File: src/logic/fan_ctl_pkg.sv
// constants, types and register map of the fan mode and drive control block
package fan_ctl_pkg;

  localparam logic [7:0]  REG_CONFIG      = 8'h00;
  localparam logic [7:0]  REG_DRIVE       = 8'h04;
  localparam logic [7:0]  REG_SPEED       = 8'h08;
  localparam logic [7:0]  REG_CLKSEL      = 8'h0c;
  localparam logic [7:0]  REG_STATUS      = 8'h10;
  localparam logic [7:0]  REG_COUNT0      = 8'h14;
  localparam logic [7:0]  REG_COUNT3      = 8'h20;

  localparam int          CFG_MODE_LSB    = 4;
  localparam int          CFG_CLASS_BIT   = 3;
  localparam logic [7:0]  CONFIG_RESET    = 8'h00;
  localparam logic [7:0]  DRIVE_RESET     = 8'h00;
  localparam logic [7:0]  SPEED_RESET     = 8'h00;
  localparam logic [7:0]  LOOP_RESET      = 8'h00;

  localparam logic [1:0]  MODE_FULL_ON    = 2'h0;
  localparam logic [1:0]  MODE_FULL_OFF   = 2'h1;
  localparam logic [1:0]  MODE_CLOSED     = 2'h2;
  localparam logic [1:0]  MODE_OPEN       = 2'h3;

  localparam logic [7:0]  CODE_MAX_VOLT   = 8'h00;
  localparam logic [7:0]  CODE_NO_VOLT    = 8'hff;
  localparam logic [7:0]  COUNT_SAT       = 8'hff;
  localparam int          CODE_SCALE      = 256;
  localparam int          DRIVE_LIMIT_5V  = 76;
  localparam int          DRIVE_LIMIT_12V = 180;

  localparam int          CLK_HZ          = 40_000_000;
  localparam int          INT_OSC_HZ      = 254_000;
  localparam int          EXT_MIN_HZ      = 50_000;
  localparam int          EXT_MAX_HZ      = 500_000;
  localparam logic [7:0]  HALF_DIV        = 8'(CLK_HZ / (2 * INT_OSC_HZ));
  localparam int          COUNT_TICKS_DEF = 254_000;

  typedef enum logic [1:0] {
    APB_IDLE = 2'b01,
    APB_ACK  = 2'b10
  } apb_state_type;

  typedef struct packed {
    logic        psel;
    logic        penable;
    logic        pwrite;
    logic [7:0]  paddr;
    logic [31:0] pwdata;
  } apb_req_type;

  typedef struct packed {
    logic [7:0] code;
    logic       fullOn;
    logic       off;
    logic       class12v;
    logic       threshHigh;
  } fan_out_type;

  typedef struct packed {
    apb_state_type  apbState;
    logic           pready;
    logic           pslverr;
    logic [31:0]    prdata;
    logic [7:0]     cfg;
    logic [7:0]     drive;
    logic [7:0]     speed;
    logic           clkSel;
    logic           fullOnS1;
    logic           fullOnS2;
    logic [3:0]     tachS1;
    logic [3:0]     tachS2;
    logic [3:0]     tachS3;
    logic           extS1;
    logic           extS2;
    logic           extS3;
    logic [7:0]     divCnt;
    logic           intClk;
    logic [19:0]    tickCnt;
    logic [3:0][7:0] cnt;
    logic [3:0][7:0] cntReg;
    logic [7:0]     loopCode;
    fan_out_type    fan;
  } state_type;

endpackage

File: src/logic/fan_mode_drive_ctl.sv
// fan mode selection, drive code control, pulse counting and apb registers
//
// Added by the designer: the APB interface to the registers and the register offsets.
`timescale 1ns/1ps
`default_nettype none

// What this block does
// - mode field 00 gives software full-on, maximum fan voltage.
// - mode field 01 gives full-off, no drive voltage, fan stops.
// - mode field 11 gives open loop, drive only from host code.
// - mode field 10 gives closed loop, regulating toward host speed value.
// - config bit 3 picks 5V or 12V fan and pulse_count_register threshold.
// - hardware full-on input forces full-on over every mode.
// - host writes 8-bit drive code; open loop drives fan from it.
// - drive code acts inversely on voltage, scaled by code over 256.
// - timing clock is internal or a shared external 50-500 kHz clock.
// - each pulse counter is 8 bits and saturates at 255.
module fan_mode_drive_ctl
  import fan_ctl_pkg::*;
#(
  parameter int COUNT_TICKS = COUNT_TICKS_DEF
) (
  input  wire logic        mclk,
  input  wire logic        reset_n,
  input  wire logic        ce,
  input  wire apb_req_type apbReq,
  output logic [31:0]      prdata,
  output logic             pready,
  output logic             pslverr,
  input  wire logic        hwFullOnPin,
  input  wire logic [3:0]  tachPin,
  input  wire logic        extClkPin,
  output logic             timeClkOut,
  output fan_out_type      fanCtl
);

  localparam logic [19:0] LAST_TICK = 20'(COUNT_TICKS - 1);

  state_type   s;
  state_type   next_s;
  logic        intTick;
  logic        extTick;
  logic        tick;
  logic        intervalEnd;
  logic        wrCommit;
  logic [31:0] rdData;
  logic [1:0]  mode;

  function automatic logic isMapped(input logic [7:0] a);
    return (a[1:0] == 2'h0) && (a <= REG_COUNT3);
  endfunction

  function automatic logic [7:0] satInc(input logic [7:0] v);
    return (v == COUNT_SAT) ? COUNT_SAT : v + 8'h01;
  endfunction

  function automatic logic rise(input logic now, input logic old);
    return now & ~old;
  endfunction

  always_comb begin
    next_s = s;
    // first sync stage feeds only the second
    next_s.fullOnS1 = hwFullOnPin;
    next_s.fullOnS2 = s.fullOnS1;
    next_s.tachS1   = tachPin;
    next_s.tachS2   = s.tachS1;
    next_s.tachS3   = s.tachS2;
    next_s.extS1    = extClkPin;
    next_s.extS2    = s.extS1;
    next_s.extS3    = s.extS2;

    intTick = 1'b0;
    if (s.divCnt == HALF_DIV - 8'h01) begin
      next_s.divCnt = 8'h00;
      next_s.intClk = ~s.intClk;
      intTick       = ~s.intClk;
    end else begin
      next_s.divCnt = s.divCnt + 8'h01;
    end
    extTick     = rise(s.extS2, s.extS3);
    tick        = s.clkSel ? extTick : intTick;
    intervalEnd = tick && (s.tickCnt == LAST_TICK);
    if (tick) begin
      next_s.tickCnt = intervalEnd ? 20'h0 : s.tickCnt + 20'h1;
    end

    for (int i = 0; i < 4; i++) begin
      if (intervalEnd) begin
        next_s.cntReg[i] = s.cnt[i];
        next_s.cnt[i]    = rise(s.tachS2[i], s.tachS3[i]) ? 8'h01 : 8'h00;
      end else if (rise(s.tachS2[i], s.tachS3[i])) begin
        next_s.cnt[i] = satInc(s.cnt[i]);
      end
    end

    // too few pulses means lower code, i.e. more voltage
    if (intervalEnd && s.cfg[CFG_MODE_LSB +: 2] == MODE_CLOSED) begin
      if (s.cnt[0] < s.speed && s.loopCode != CODE_MAX_VOLT) begin
        next_s.loopCode = s.loopCode - 8'h01;
      end else if (s.cnt[0] > s.speed && s.loopCode != CODE_NO_VOLT) begin
        next_s.loopCode = s.loopCode + 8'h01;
      end
    end

    case (apbReq.paddr)
      REG_CONFIG: rdData = {24'h0, s.cfg};
      REG_DRIVE:  rdData = {24'h0, s.drive};
      REG_SPEED:  rdData = {24'h0, s.speed};
      REG_CLKSEL: rdData = {31'h0, s.clkSel};
      REG_STATUS: rdData = {16'h0, s.loopCode, 4'h0, s.fullOnS2, s.fan.fullOn,
                            s.fan.off, s.fan.class12v};
      default: begin
        rdData = 32'h0;
        for (int i = 0; i < 4; i++) begin
          if (apbReq.paddr == REG_COUNT0 + 8'(4 * i)) begin
            rdData = {24'h0, s.cntReg[i]};
          end
        end
      end
    endcase

    wrCommit = apbReq.psel && apbReq.penable && apbReq.pwrite && s.pready &&
               isMapped(apbReq.paddr);
    case (s.apbState)
      APB_IDLE: begin
        if (apbReq.psel && apbReq.penable) begin
          next_s.apbState = APB_ACK;
          next_s.pready   = 1'b1;
          next_s.pslverr  = ~isMapped(apbReq.paddr);
          next_s.prdata   = apbReq.pwrite ? 32'h0 : rdData;
        end
      end
      APB_ACK: begin
        next_s.apbState = APB_IDLE;
        next_s.pready   = 1'b0;
        next_s.pslverr  = 1'b0;
        next_s.prdata   = 32'h0;
      end
      default: begin
        next_s.apbState = APB_IDLE;
        next_s.pready   = 1'b0;
        next_s.pslverr  = 1'b0;
      end
    endcase
    if (wrCommit) begin
      case (apbReq.paddr)
        REG_CONFIG: next_s.cfg    = apbReq.pwdata[7:0];
        REG_DRIVE:  next_s.drive  = apbReq.pwdata[7:0];
        REG_SPEED:  next_s.speed  = apbReq.pwdata[7:0];
        REG_CLKSEL: next_s.clkSel = apbReq.pwdata[0];
        default:    next_s.clkSel = s.clkSel;
      endcase
    end

    // built from the next config so a write shows one edge later, no step between
    mode                  = next_s.cfg[CFG_MODE_LSB +: 2];
    next_s.fan.class12v   = next_s.cfg[CFG_CLASS_BIT];
    next_s.fan.threshHigh = next_s.cfg[CFG_CLASS_BIT];
    next_s.fan.fullOn     = 1'b0;
    next_s.fan.off        = 1'b0;
    if (next_s.fullOnS2) begin
      next_s.fan.fullOn = 1'b1;
      next_s.fan.code   = CODE_MAX_VOLT;
    end else begin
      case (mode)
        MODE_FULL_ON: begin
          next_s.fan.fullOn = 1'b1;
          next_s.fan.code   = CODE_MAX_VOLT;
        end
        MODE_FULL_OFF: begin
          next_s.fan.off  = 1'b1;
          next_s.fan.code = CODE_NO_VOLT;
        end
        MODE_CLOSED: next_s.fan.code = next_s.loopCode;
        MODE_OPEN:   next_s.fan.code = next_s.drive;
        default:     next_s.fan.code = CODE_NO_VOLT;
      endcase
    end
  end

  // ce low freezes the apb handshake as well; a waiting master waits longer, but a write acked at an edge with ce low is not stored
  always_ff @(posedge mclk or negedge reset_n) begin
    if (!reset_n) begin
      s               <= '0;
      s.apbState      <= APB_IDLE;
      s.cfg           <= CONFIG_RESET;
      s.drive         <= DRIVE_RESET;
      s.speed         <= SPEED_RESET;
      s.loopCode      <= LOOP_RESET;
      s.fan.fullOn    <= 1'b1;
      s.fan.code      <= CODE_MAX_VOLT;
    end else if (ce) begin
      s <= next_s;
    end
  end

  assign prdata     = s.prdata;
  assign pready     = s.pready;
  assign pslverr    = s.pslverr;
  assign timeClkOut = s.intClk;
  assign fanCtl     = s.fan;

  property p_fullon_sw;
    @(posedge mclk) disable iff (!reset_n)
    (!s.fullOnS2 && s.cfg[5:4] == MODE_FULL_ON) |-> (fanCtl.fullOn && fanCtl.code == 8'h00);
  endproperty
  a_fullon_sw: assert property (p_fullon_sw) else $error("full-on mode not applied");

  property p_full_off;
    @(posedge mclk) disable iff (!reset_n)
    (!s.fullOnS2 && s.cfg[5:4] == MODE_FULL_OFF)
      |-> (fanCtl.off && !fanCtl.fullOn && fanCtl.code == CODE_NO_VOLT);
  endproperty
  a_full_off: assert property (p_full_off) else $error("full-off mode not applied");

  property p_open_loop;
    @(posedge mclk) disable iff (!reset_n)
    (!s.fullOnS2 && s.cfg[5:4] == MODE_OPEN) |-> (fanCtl.code == s.drive && !fanCtl.off);
  endproperty
  a_open_loop: assert property (p_open_loop) else $error("open loop code mismatch");

  property p_closed_loop;
    @(posedge mclk) disable iff (!reset_n)
    (!s.fullOnS2 && s.cfg[5:4] == MODE_CLOSED) |-> (fanCtl.code == s.loopCode);
  endproperty
  a_closed_loop: assert property (p_closed_loop) else $error("closed loop code mismatch");

  property p_class;
    @(posedge mclk) disable iff (!reset_n)
    (fanCtl.class12v == s.cfg[3]) && (fanCtl.threshHigh == s.cfg[3]);
  endproperty
  a_class: assert property (p_class) else $error("fan class select wrong");

  property p_hw_fullon;
    @(posedge mclk) disable iff (!reset_n)
    s.fullOnS2 |-> (fanCtl.fullOn && !fanCtl.off && fanCtl.code == 8'h00);
  endproperty
  a_hw_fullon: assert property (p_hw_fullon) else $error("hardware full-on ignored");

  property p_drive_write;
    @(posedge mclk) disable iff (!reset_n)
    (ce && wrCommit && apbReq.paddr == REG_DRIVE && s.cfg[5:4] == MODE_OPEN &&
     !s.fullOnS1 && !s.fullOnS2)
      |=> (fanCtl.code == $past(apbReq.pwdata[7:0]));
  endproperty
  a_drive_write: assert property (p_drive_write) else $error("drive write not applied");

  property p_saturate;
    @(posedge mclk) disable iff (!reset_n)
    (ce && s.cnt[0] == 8'hff && !intervalEnd) |=> (s.cnt[0] == 8'hff);
  endproperty
  a_saturate: assert property (p_saturate) else $error("pulse counter wrapped");

  property p_ext_tick;
    @(posedge mclk) disable iff (!reset_n)
    (s.clkSel && tick) |-> (s.extS2 && !s.extS3);
  endproperty
  a_ext_tick: assert property (p_ext_tick) else $error("tick not from external clock");

  property p_mode_write;
    @(posedge mclk) disable iff (!reset_n)
    (ce && wrCommit && apbReq.paddr == REG_CONFIG && apbReq.pwdata[5:4] == MODE_FULL_OFF)
      |=> (fanCtl.off || fanCtl.fullOn);
  endproperty
  a_mode_write: assert property (p_mode_write) else $error("mode write late");

  property p_class_write;
    @(posedge mclk) disable iff (!reset_n)
    (ce && wrCommit && apbReq.paddr == REG_CONFIG)
      |=> (fanCtl.class12v == $past(apbReq.pwdata[CFG_CLASS_BIT]));
  endproperty
  a_class_write: assert property (p_class_write) else $error("class write late");

  // one step per interval keeps the loop slow against the fan's inertia
  property p_loop_step;
    @(posedge mclk) disable iff (!reset_n)
    (ce && intervalEnd && s.cfg[CFG_MODE_LSB +: 2] == MODE_CLOSED && s.cnt[0] > s.speed &&
     s.loopCode != CODE_NO_VOLT) |=> (s.loopCode == $past(s.loopCode) + 8'h01);
  endproperty
  a_loop_step: assert property (p_loop_step) else $error("loop code did not step");

  property p_count_latch;
    @(posedge mclk) disable iff (!reset_n)
    (ce && intervalEnd) |=> (s.cntReg == $past(s.cnt));
  endproperty
  a_count_latch: assert property (p_count_latch) else $error("counts not latched");

  property p_fullon_code;
    @(posedge mclk) disable iff (!reset_n)
    fanCtl.fullOn |-> (fanCtl.code == CODE_MAX_VOLT && !fanCtl.off);
  endproperty
  a_fullon_code: assert property (p_fullon_code) else $error("full-on code wrong");

  c_open_write: cover property (@(posedge mclk) disable iff (!reset_n)
    wrCommit && apbReq.paddr == REG_DRIVE && s.cfg[5:4] == MODE_OPEN);
  c_hw_override: cover property (@(posedge mclk) disable iff (!reset_n)
    s.fullOnS2 && s.cfg[5:4] == MODE_FULL_OFF);
  c_interval: cover property (@(posedge mclk) disable iff (!reset_n)
    intervalEnd && s.cfg[5:4] == MODE_CLOSED);
  c_ext_interval: cover property (@(posedge mclk) disable iff (!reset_n)
    intervalEnd && s.clkSel);
  c_count_sat: cover property (@(posedge mclk) disable iff (!reset_n)
    intervalEnd && s.cnt[0] == COUNT_SAT);

endmodule

`default_nettype wire

File: config.mk
export PLATFORM = sky130hd
export DESIGN_NAME = fan_mode_drive_ctl
export DESIGN_NICKNAME = d
export VERILOG_FILES = /design/src/logic/fan_ctl_pkg.sv /design/src/logic/fan_mode_drive_ctl.sv
export SDC_FILE = /design/constraint.sdc
export NUM_CORES = 1
export LEC_CHECK = 0
export BUFFER_PORTS_ARGS = -buffer_cell sky130_fd_sc_hd__buf_2
export CORE_ASPECT_RATIO = 0.7
export CORE_MARGIN = 2
export CORE_UTILIZATION = 45
export CTS_BUF_LIST = sky130_fd_sc_hd__clkbuf_4 sky130_fd_sc_hd__clkbuf_8
export CTS_CLUSTER_SIZE = 8
export DETAILED_ROUTE_END_ITERATION = 10
export HOLD_SLACK_MARGIN = 0.08
export PLACE_DENSITY = 0.72
export SLEW_MARGIN = 20
export SYNTH_ARGS = -nofsm -noshare
export SYNTH_HDL_FRONTEND = slang
export SYNTH_SLANG_ARGS = --single-unit
File: constraint.sdc
create_clock -name mclk -period 5.15 [get_ports mclk]
set_input_delay 0.515 -clock mclk [delete_from_list [all_inputs] [get_ports mclk]]
set_output_delay 0.515 -clock mclk [all_outputs]
set_load 0.05 [all_outputs]
==> results.txt <==
STA classifies the critical path startpoint as a register. The clock network accounts for 33.0% of the total power. The run gives 189.9 uV as the peak ir drop on the vdd network. For the pin with the worst max-slew slack, the measured transition is 0.9020 ns. After synthesis, the largest family of logic cells by area is simple AND/OR/NAND/NOR gates. Of the total power, registers draw 53.3%. The floorplan step set the die width to 174.1 um.

CTS placed an instance of sky130_fd_sc_hd__clkbuf_8 at the clock tree root. After global routing the overflow that remains totals 0. The synthesized netlist contains 71 unique library cells.

For the worst flop-to-flop path, the logic depth is 10. For the routability congestion estimate from global placement, the log shows 0.9256. Traced cell by cell, the critical path runs through inv_1 > ha_1 > or3b_1 > nor4_4 > nor2_2 > or2_1 > nor2_2 > buf_4 > nand2_1 > nand2_1.

In this run the cell area measured after placement is 0.009400 mm^2. STA puts the critical path data required time at 5.56 ns. For this run, global-route usage on met1 was measured as 34.02%.

The endpoint identified for the worst register-to-register timing path is s[37]. The total track usage was 21.75%. The logs give 1.94 ns for the worst reg-to-reg setup slack and 99 for the number of top-level pins. The number of max-slew violations in the final report is 0. The clock network latency to the later pin of the worst-skew pair was 0.47 ns.

The largest single stage delay on the critical path is 0.57 ns. The violation count after the first detailed-routing iteration was 685. The mux cell area share after synthesis was 5.067%.

Of the available clock period, the critical path in the final layout requires 62.24%. Summed over all instances, the cell type with the most area after synthesis is sky130_fd_sc_hd__dfrtp_1. Path type of the worst setup path: reg2reg. In the final routed layout, each cell accounts on average for 17.31 um.

The first detailed-routing pass ran for 5 iterations. After detailed routing, the number of vias per cell comes to 5.745. The maximum number of pins on one net before global-route repair came out at 91.

The internal power contribution was 2.151 mW. The clock buffer count from CTS was 17. The tools report the post-route worst setup slack as 1.945 ns. The number of standard-cell rows in the floorplan is 43, and the number of max-capacitance violations reported is 0.

Fraction of the mapped netlist area in compound gates: 14.50%. Summed over all cells, the static leakage comes to 4.578 nW. The async set or reset register ratio after synthesis was 100.0%; the number of buffers on the longest clock path was 2. The mapped netlist covers 0.009112 mm^2. The post-layout net count came out at 1069.

Sorting the synthesized cells by area gives the leading types as sky130_fd_sc_hd__dfrtp_1 47%, sky130_fd_sc_hd__nand2_1 7.5%, sky130_fd_sc_hd__mux2_2 4.1%. The run gives 0 as the antenna violation net count after detailed routing. The worst clock skew on the final layout was 0.01289 ns. The xor-xnor portion of the synthesized cell area came out at 2.403%. The cell count after synthesis came out at 977. Setup repair after global routing left no endpoint under its margin. The layer with the highest usage after global routing is met1. Based on the critical path, the design can be clocked at up to 312.0 MHz. The simple-gate portion of the synthesized area is 22.16%, and the count of synthesis-stage warnings from yosys is 0.

Summed over all nets, the half-perimeter wirelength after detailed placement is 15.87 mm. TritonCTS built the clock tree. The count of final setup violators is 0. After clock tree synthesis, the repair step resized 0 gates. Of the cells placed in the final design, the portion with a size suffix greater than 1 is 14.54%.

The flow ran to the end, and the final reports show no timing, DRC or antenna violations. The initial cell density of the core was 45.90%; the core area was 0.01985 mm^2. The area share of fa/ha/maj cells after synthesis works out to 2.472%. The floorplan step set the die height to 123.1 um.

Synthesis-stage register bit count: 172. Summing over every cut layer, the via total after detailed routing is 7359. Global routing used 5.904% of the available met3 tracks. The category of cells accounting for the largest share of critical-path delay is simple AND/OR/NAND/NOR gates. Slowest cell on the critical path: sky130_fd_sc_hd__or2_1. The hold buffer count at cts came out at 0. The share of the Yosys chip area taken by registers is 47.26%.

The floorplan step defined a die boundary enclosing 0.02142 mm^2. For the final wirelength, the log shows 22.17 mm. Power spread over the standard cell area amounts to 312.3 mW/mm^2.

For the final-layout setup total negative slack, the log shows 0 ns. The type of element capturing the critical path was a register. The combinational share of power is 13.7%, and the proportion of netlist area held by the largest area contributor is 46.68%.

The relative area change from synthesis to final layout is 7.909%. After detailed routing, the number of remaining DRC violations is 0. Post-CTS setup-driven buffer insertion count: 0. In this run the worst path has a maximum fanout of 33. The clock tree synthesis step divided the H-tree into 4 levels. The worst path needs 3.205 ns of the cycle, external delays included. Of the total power, the share spent switching nets is 29.95%. The finished cells cover 0.009833 mm^2.

Source of the worst register-to-register timing path: s[106]. The antenna diode count came out at 0. At the placement stage, the worst setup path has a slack of 1.843 ns.

The count of buffers added on input and output ports is 58. The type of the worst min-delay path was in2async. In this run, synthesis inferred 0 flip-flops with an integrated enable. Counting every sink on the clock net gives 172. In the global route stage, met2 resource usage came out at 29.16%. The net switching power is 919.7 uW. The run gives 6737 as the via count of the first global-routing pass. STA puts the critical path data arrival time at 3.62 ns. The initial antenna violation count came out at 0. Headroom to the max-slew limit came out at 39.40%. The first-pass GRT wire length came out at 36.41 mm. The number of buffers and inverters on the critical path is 2. For this run, the leading register cell type out of synthesis is sky130_fd_sc_hd__dfrtp_1.

The count of endpoints failing hold in the final timing report came out at 0. Dividing the synthesized area by the synthesized cell count gives 9.327 um^2. The clock transition time at the flip-flop clock pins of the worst setup and hold paths is 0.09 ns.
## power by group through the flow
| stage | Sequential (mW) | Combinational, mW | Clock [mW] |
|---|---|---|---|
| 3_3_place_gp | 1.65 | 0.409 | 0 |
| 4_1_cts | 1.63 | 0.421 | 1.03 |
| 3_5_place_dp | 1.66 | 0.418 | 0 |
| 2_1_floorplan | 1.62 | 0.302 | 0 |
| 6_report | 1.64 | 0.420 | 1.01 |
| 5_1_grt | 1.66 | 0.488 | 1.10 |
## through the flow
stage                     util [%]  total power [mW]  hold WS, ns  cells
after CTS                    49.48             3.086       0.1405   1281
after detailed placement     47.35             2.076       0.4580   1250
after global routing         49.53             3.245       0.1744   1281
after global placement       47.35             2.060       0.4530   1250
after floorplan                  -             1.926       0.2194    992
final                        49.53             3.070       0.1207   1281
## worst max path at each step
stage,cells after the start,from,endpoint
after floorplan,8,s[57],fanCtl[9]
after global placement,9,s[106],s[52]
after detailed placement,9,s[106],s[52]
after CTS,9,s[106],s[52]
after global routing,9,s[106],s[53]
final,10,s[106],s[37]
## cell type report
cell class / instances / area [um^2]
Clock buffer: 21 / 282.8
Clock inverter: 10 / 140.1
Fill cell: 1855 / 10020
Inverter: 22 / 82.58
Multi-Input combinational cell: 719 / 4319
Sequential cell: 172 / 4307
Tap cell: 270 / 337.8
Timing Repair Buffer: 67 / 364.1
## placed cells by master, fill, tap and decap left out, types with 4 or more instances in the layout
| cell type | netlist | final |
|---|---|---|
| sky130_fd_sc_hd__mux2i_1 | 9 | 9 |
| sky130_fd_sc_hd__nor2_1 | 71 | 70 |
| sky130_fd_sc_hd__a222oi_1 | 13 | 13 |
| sky130_fd_sc_hd__a31oi_1 | 8 | 8 |
| sky130_fd_sc_hd__a22o_1 | 16 | 16 |
| sky130_fd_sc_hd__nand3b_1 | 4 | 4 |
| sky130_fd_sc_hd__xnor2_1 | 13 | 13 |
| sky130_fd_sc_hd__and3_1 | 17 | 17 |
| sky130_fd_sc_hd__nor3_1 | 16 | 16 |
| sky130_fd_sc_hd__mux2_2 | 33 | 33 |
| sky130_fd_sc_hd__nand2_1 | 183 | 182 |
| sky130_fd_sc_hd__a41oi_1 | 5 | 5 |
| sky130_fd_sc_hd__xor2_1 | 12 | 12 |
| sky130_fd_sc_hd__buf_4 | 44 | 9 |
| sky130_fd_sc_hd__nand2b_1 | 8 | 8 |
| sky130_fd_sc_hd__and4_1 | 8 | 8 |
| sky130_fd_sc_hd__nor2b_1 | 13 | 13 |
| sky130_fd_sc_hd__a22oi_1 | 7 | 7 |
| sky130_fd_sc_hd__and2_1 | 6 | 6 |
| sky130_fd_sc_hd__buf_2 | 9 | 57 |
| sky130_fd_sc_hd__a32o_1 | 5 | 5 |
| sky130_fd_sc_hd__conb_1 | 1 | 16 |
| sky130_fd_sc_hd__inv_1 | 22 | 22 |
| sky130_fd_sc_hd__dfrtp_1 | 170 | 170 |
| sky130_fd_sc_hd__nor4_1 | 8 | 8 |
| sky130_fd_sc_hd__o311a_1 | 4 | 4 |
| sky130_fd_sc_hd__a21oi_1 | 50 | 50 |
| sky130_fd_sc_hd__o21ai_0 | 50 | 50 |
| sky130_fd_sc_hd__o22ai_1 | 4 | 4 |
| sky130_fd_sc_hd__a211oi_1 | 4 | 4 |
| sky130_fd_sc_hd__nand3_1 | 41 | 41 |
| sky130_fd_sc_hd__clkbuf_8 | 0 | 20 |
| sky130_fd_sc_hd__nand4_1 | 21 | 21 |
| sky130_fd_sc_hd__nor4b_1 | 4 | 4 |
| sky130_fd_sc_hd__ha_1 | 18 | 18 |
## metal layers
metal  share of wire [%]  wire length, um  vias to the layer above
li1                    -                -                     3479
met1                  50            11190                     3577
met2                  40             8796                      285
met3                 8.4             1852                       18
met4                 1.5              338                        0
met5                   0                0                        -
## cell families after synthesis
logic type | after synthesis
compound gates | 198
xor+xnor | 25
fa+ha+maj | 18
buf+inv | 101
flops | 172
mux | 42
other cells | 1
simple gates | 420
## Yosys cell counts, drive strengths merged, types with 4 or more instances
| cell type | number |
|---|---|
| nor3 | 17 |
| a22oi | 7 |
| xnor2 | 13 |
| a21oi | 50 |
| nand2b | 9 |
| o311a | 4 |
| a222oi | 13 |
| xor2 | 12 |
| a31oi | 8 |
| and4 | 8 |
| a41oi | 5 |
| mux2i | 9 |
| mux2 | 33 |
| o21ai | 53 |
| and3 | 17 |
| ha | 18 |
| nor2 | 73 |
| clkbuf | 20 |
| o22ai | 4 |
| nor2b | 14 |
| nor4b | 5 |
| nand2 | 183 |
| nand3b | 4 |
| a211oi | 5 |
| buf | 59 |
| nand3 | 41 |
| nand4 | 21 |
| dfrtp | 170 |
| a22o | 16 |
| a32o | 5 |
| and2 | 6 |
| nor4 | 10 |
| inv | 22 |
## sequential cells by signal (all words and copies together), names as in the netlist
name	count
s	133
prdata	16
next_s	11
fanCtl	10
pslverr	1
timeClkOut	1
Power figures use the tool's default switching activity.
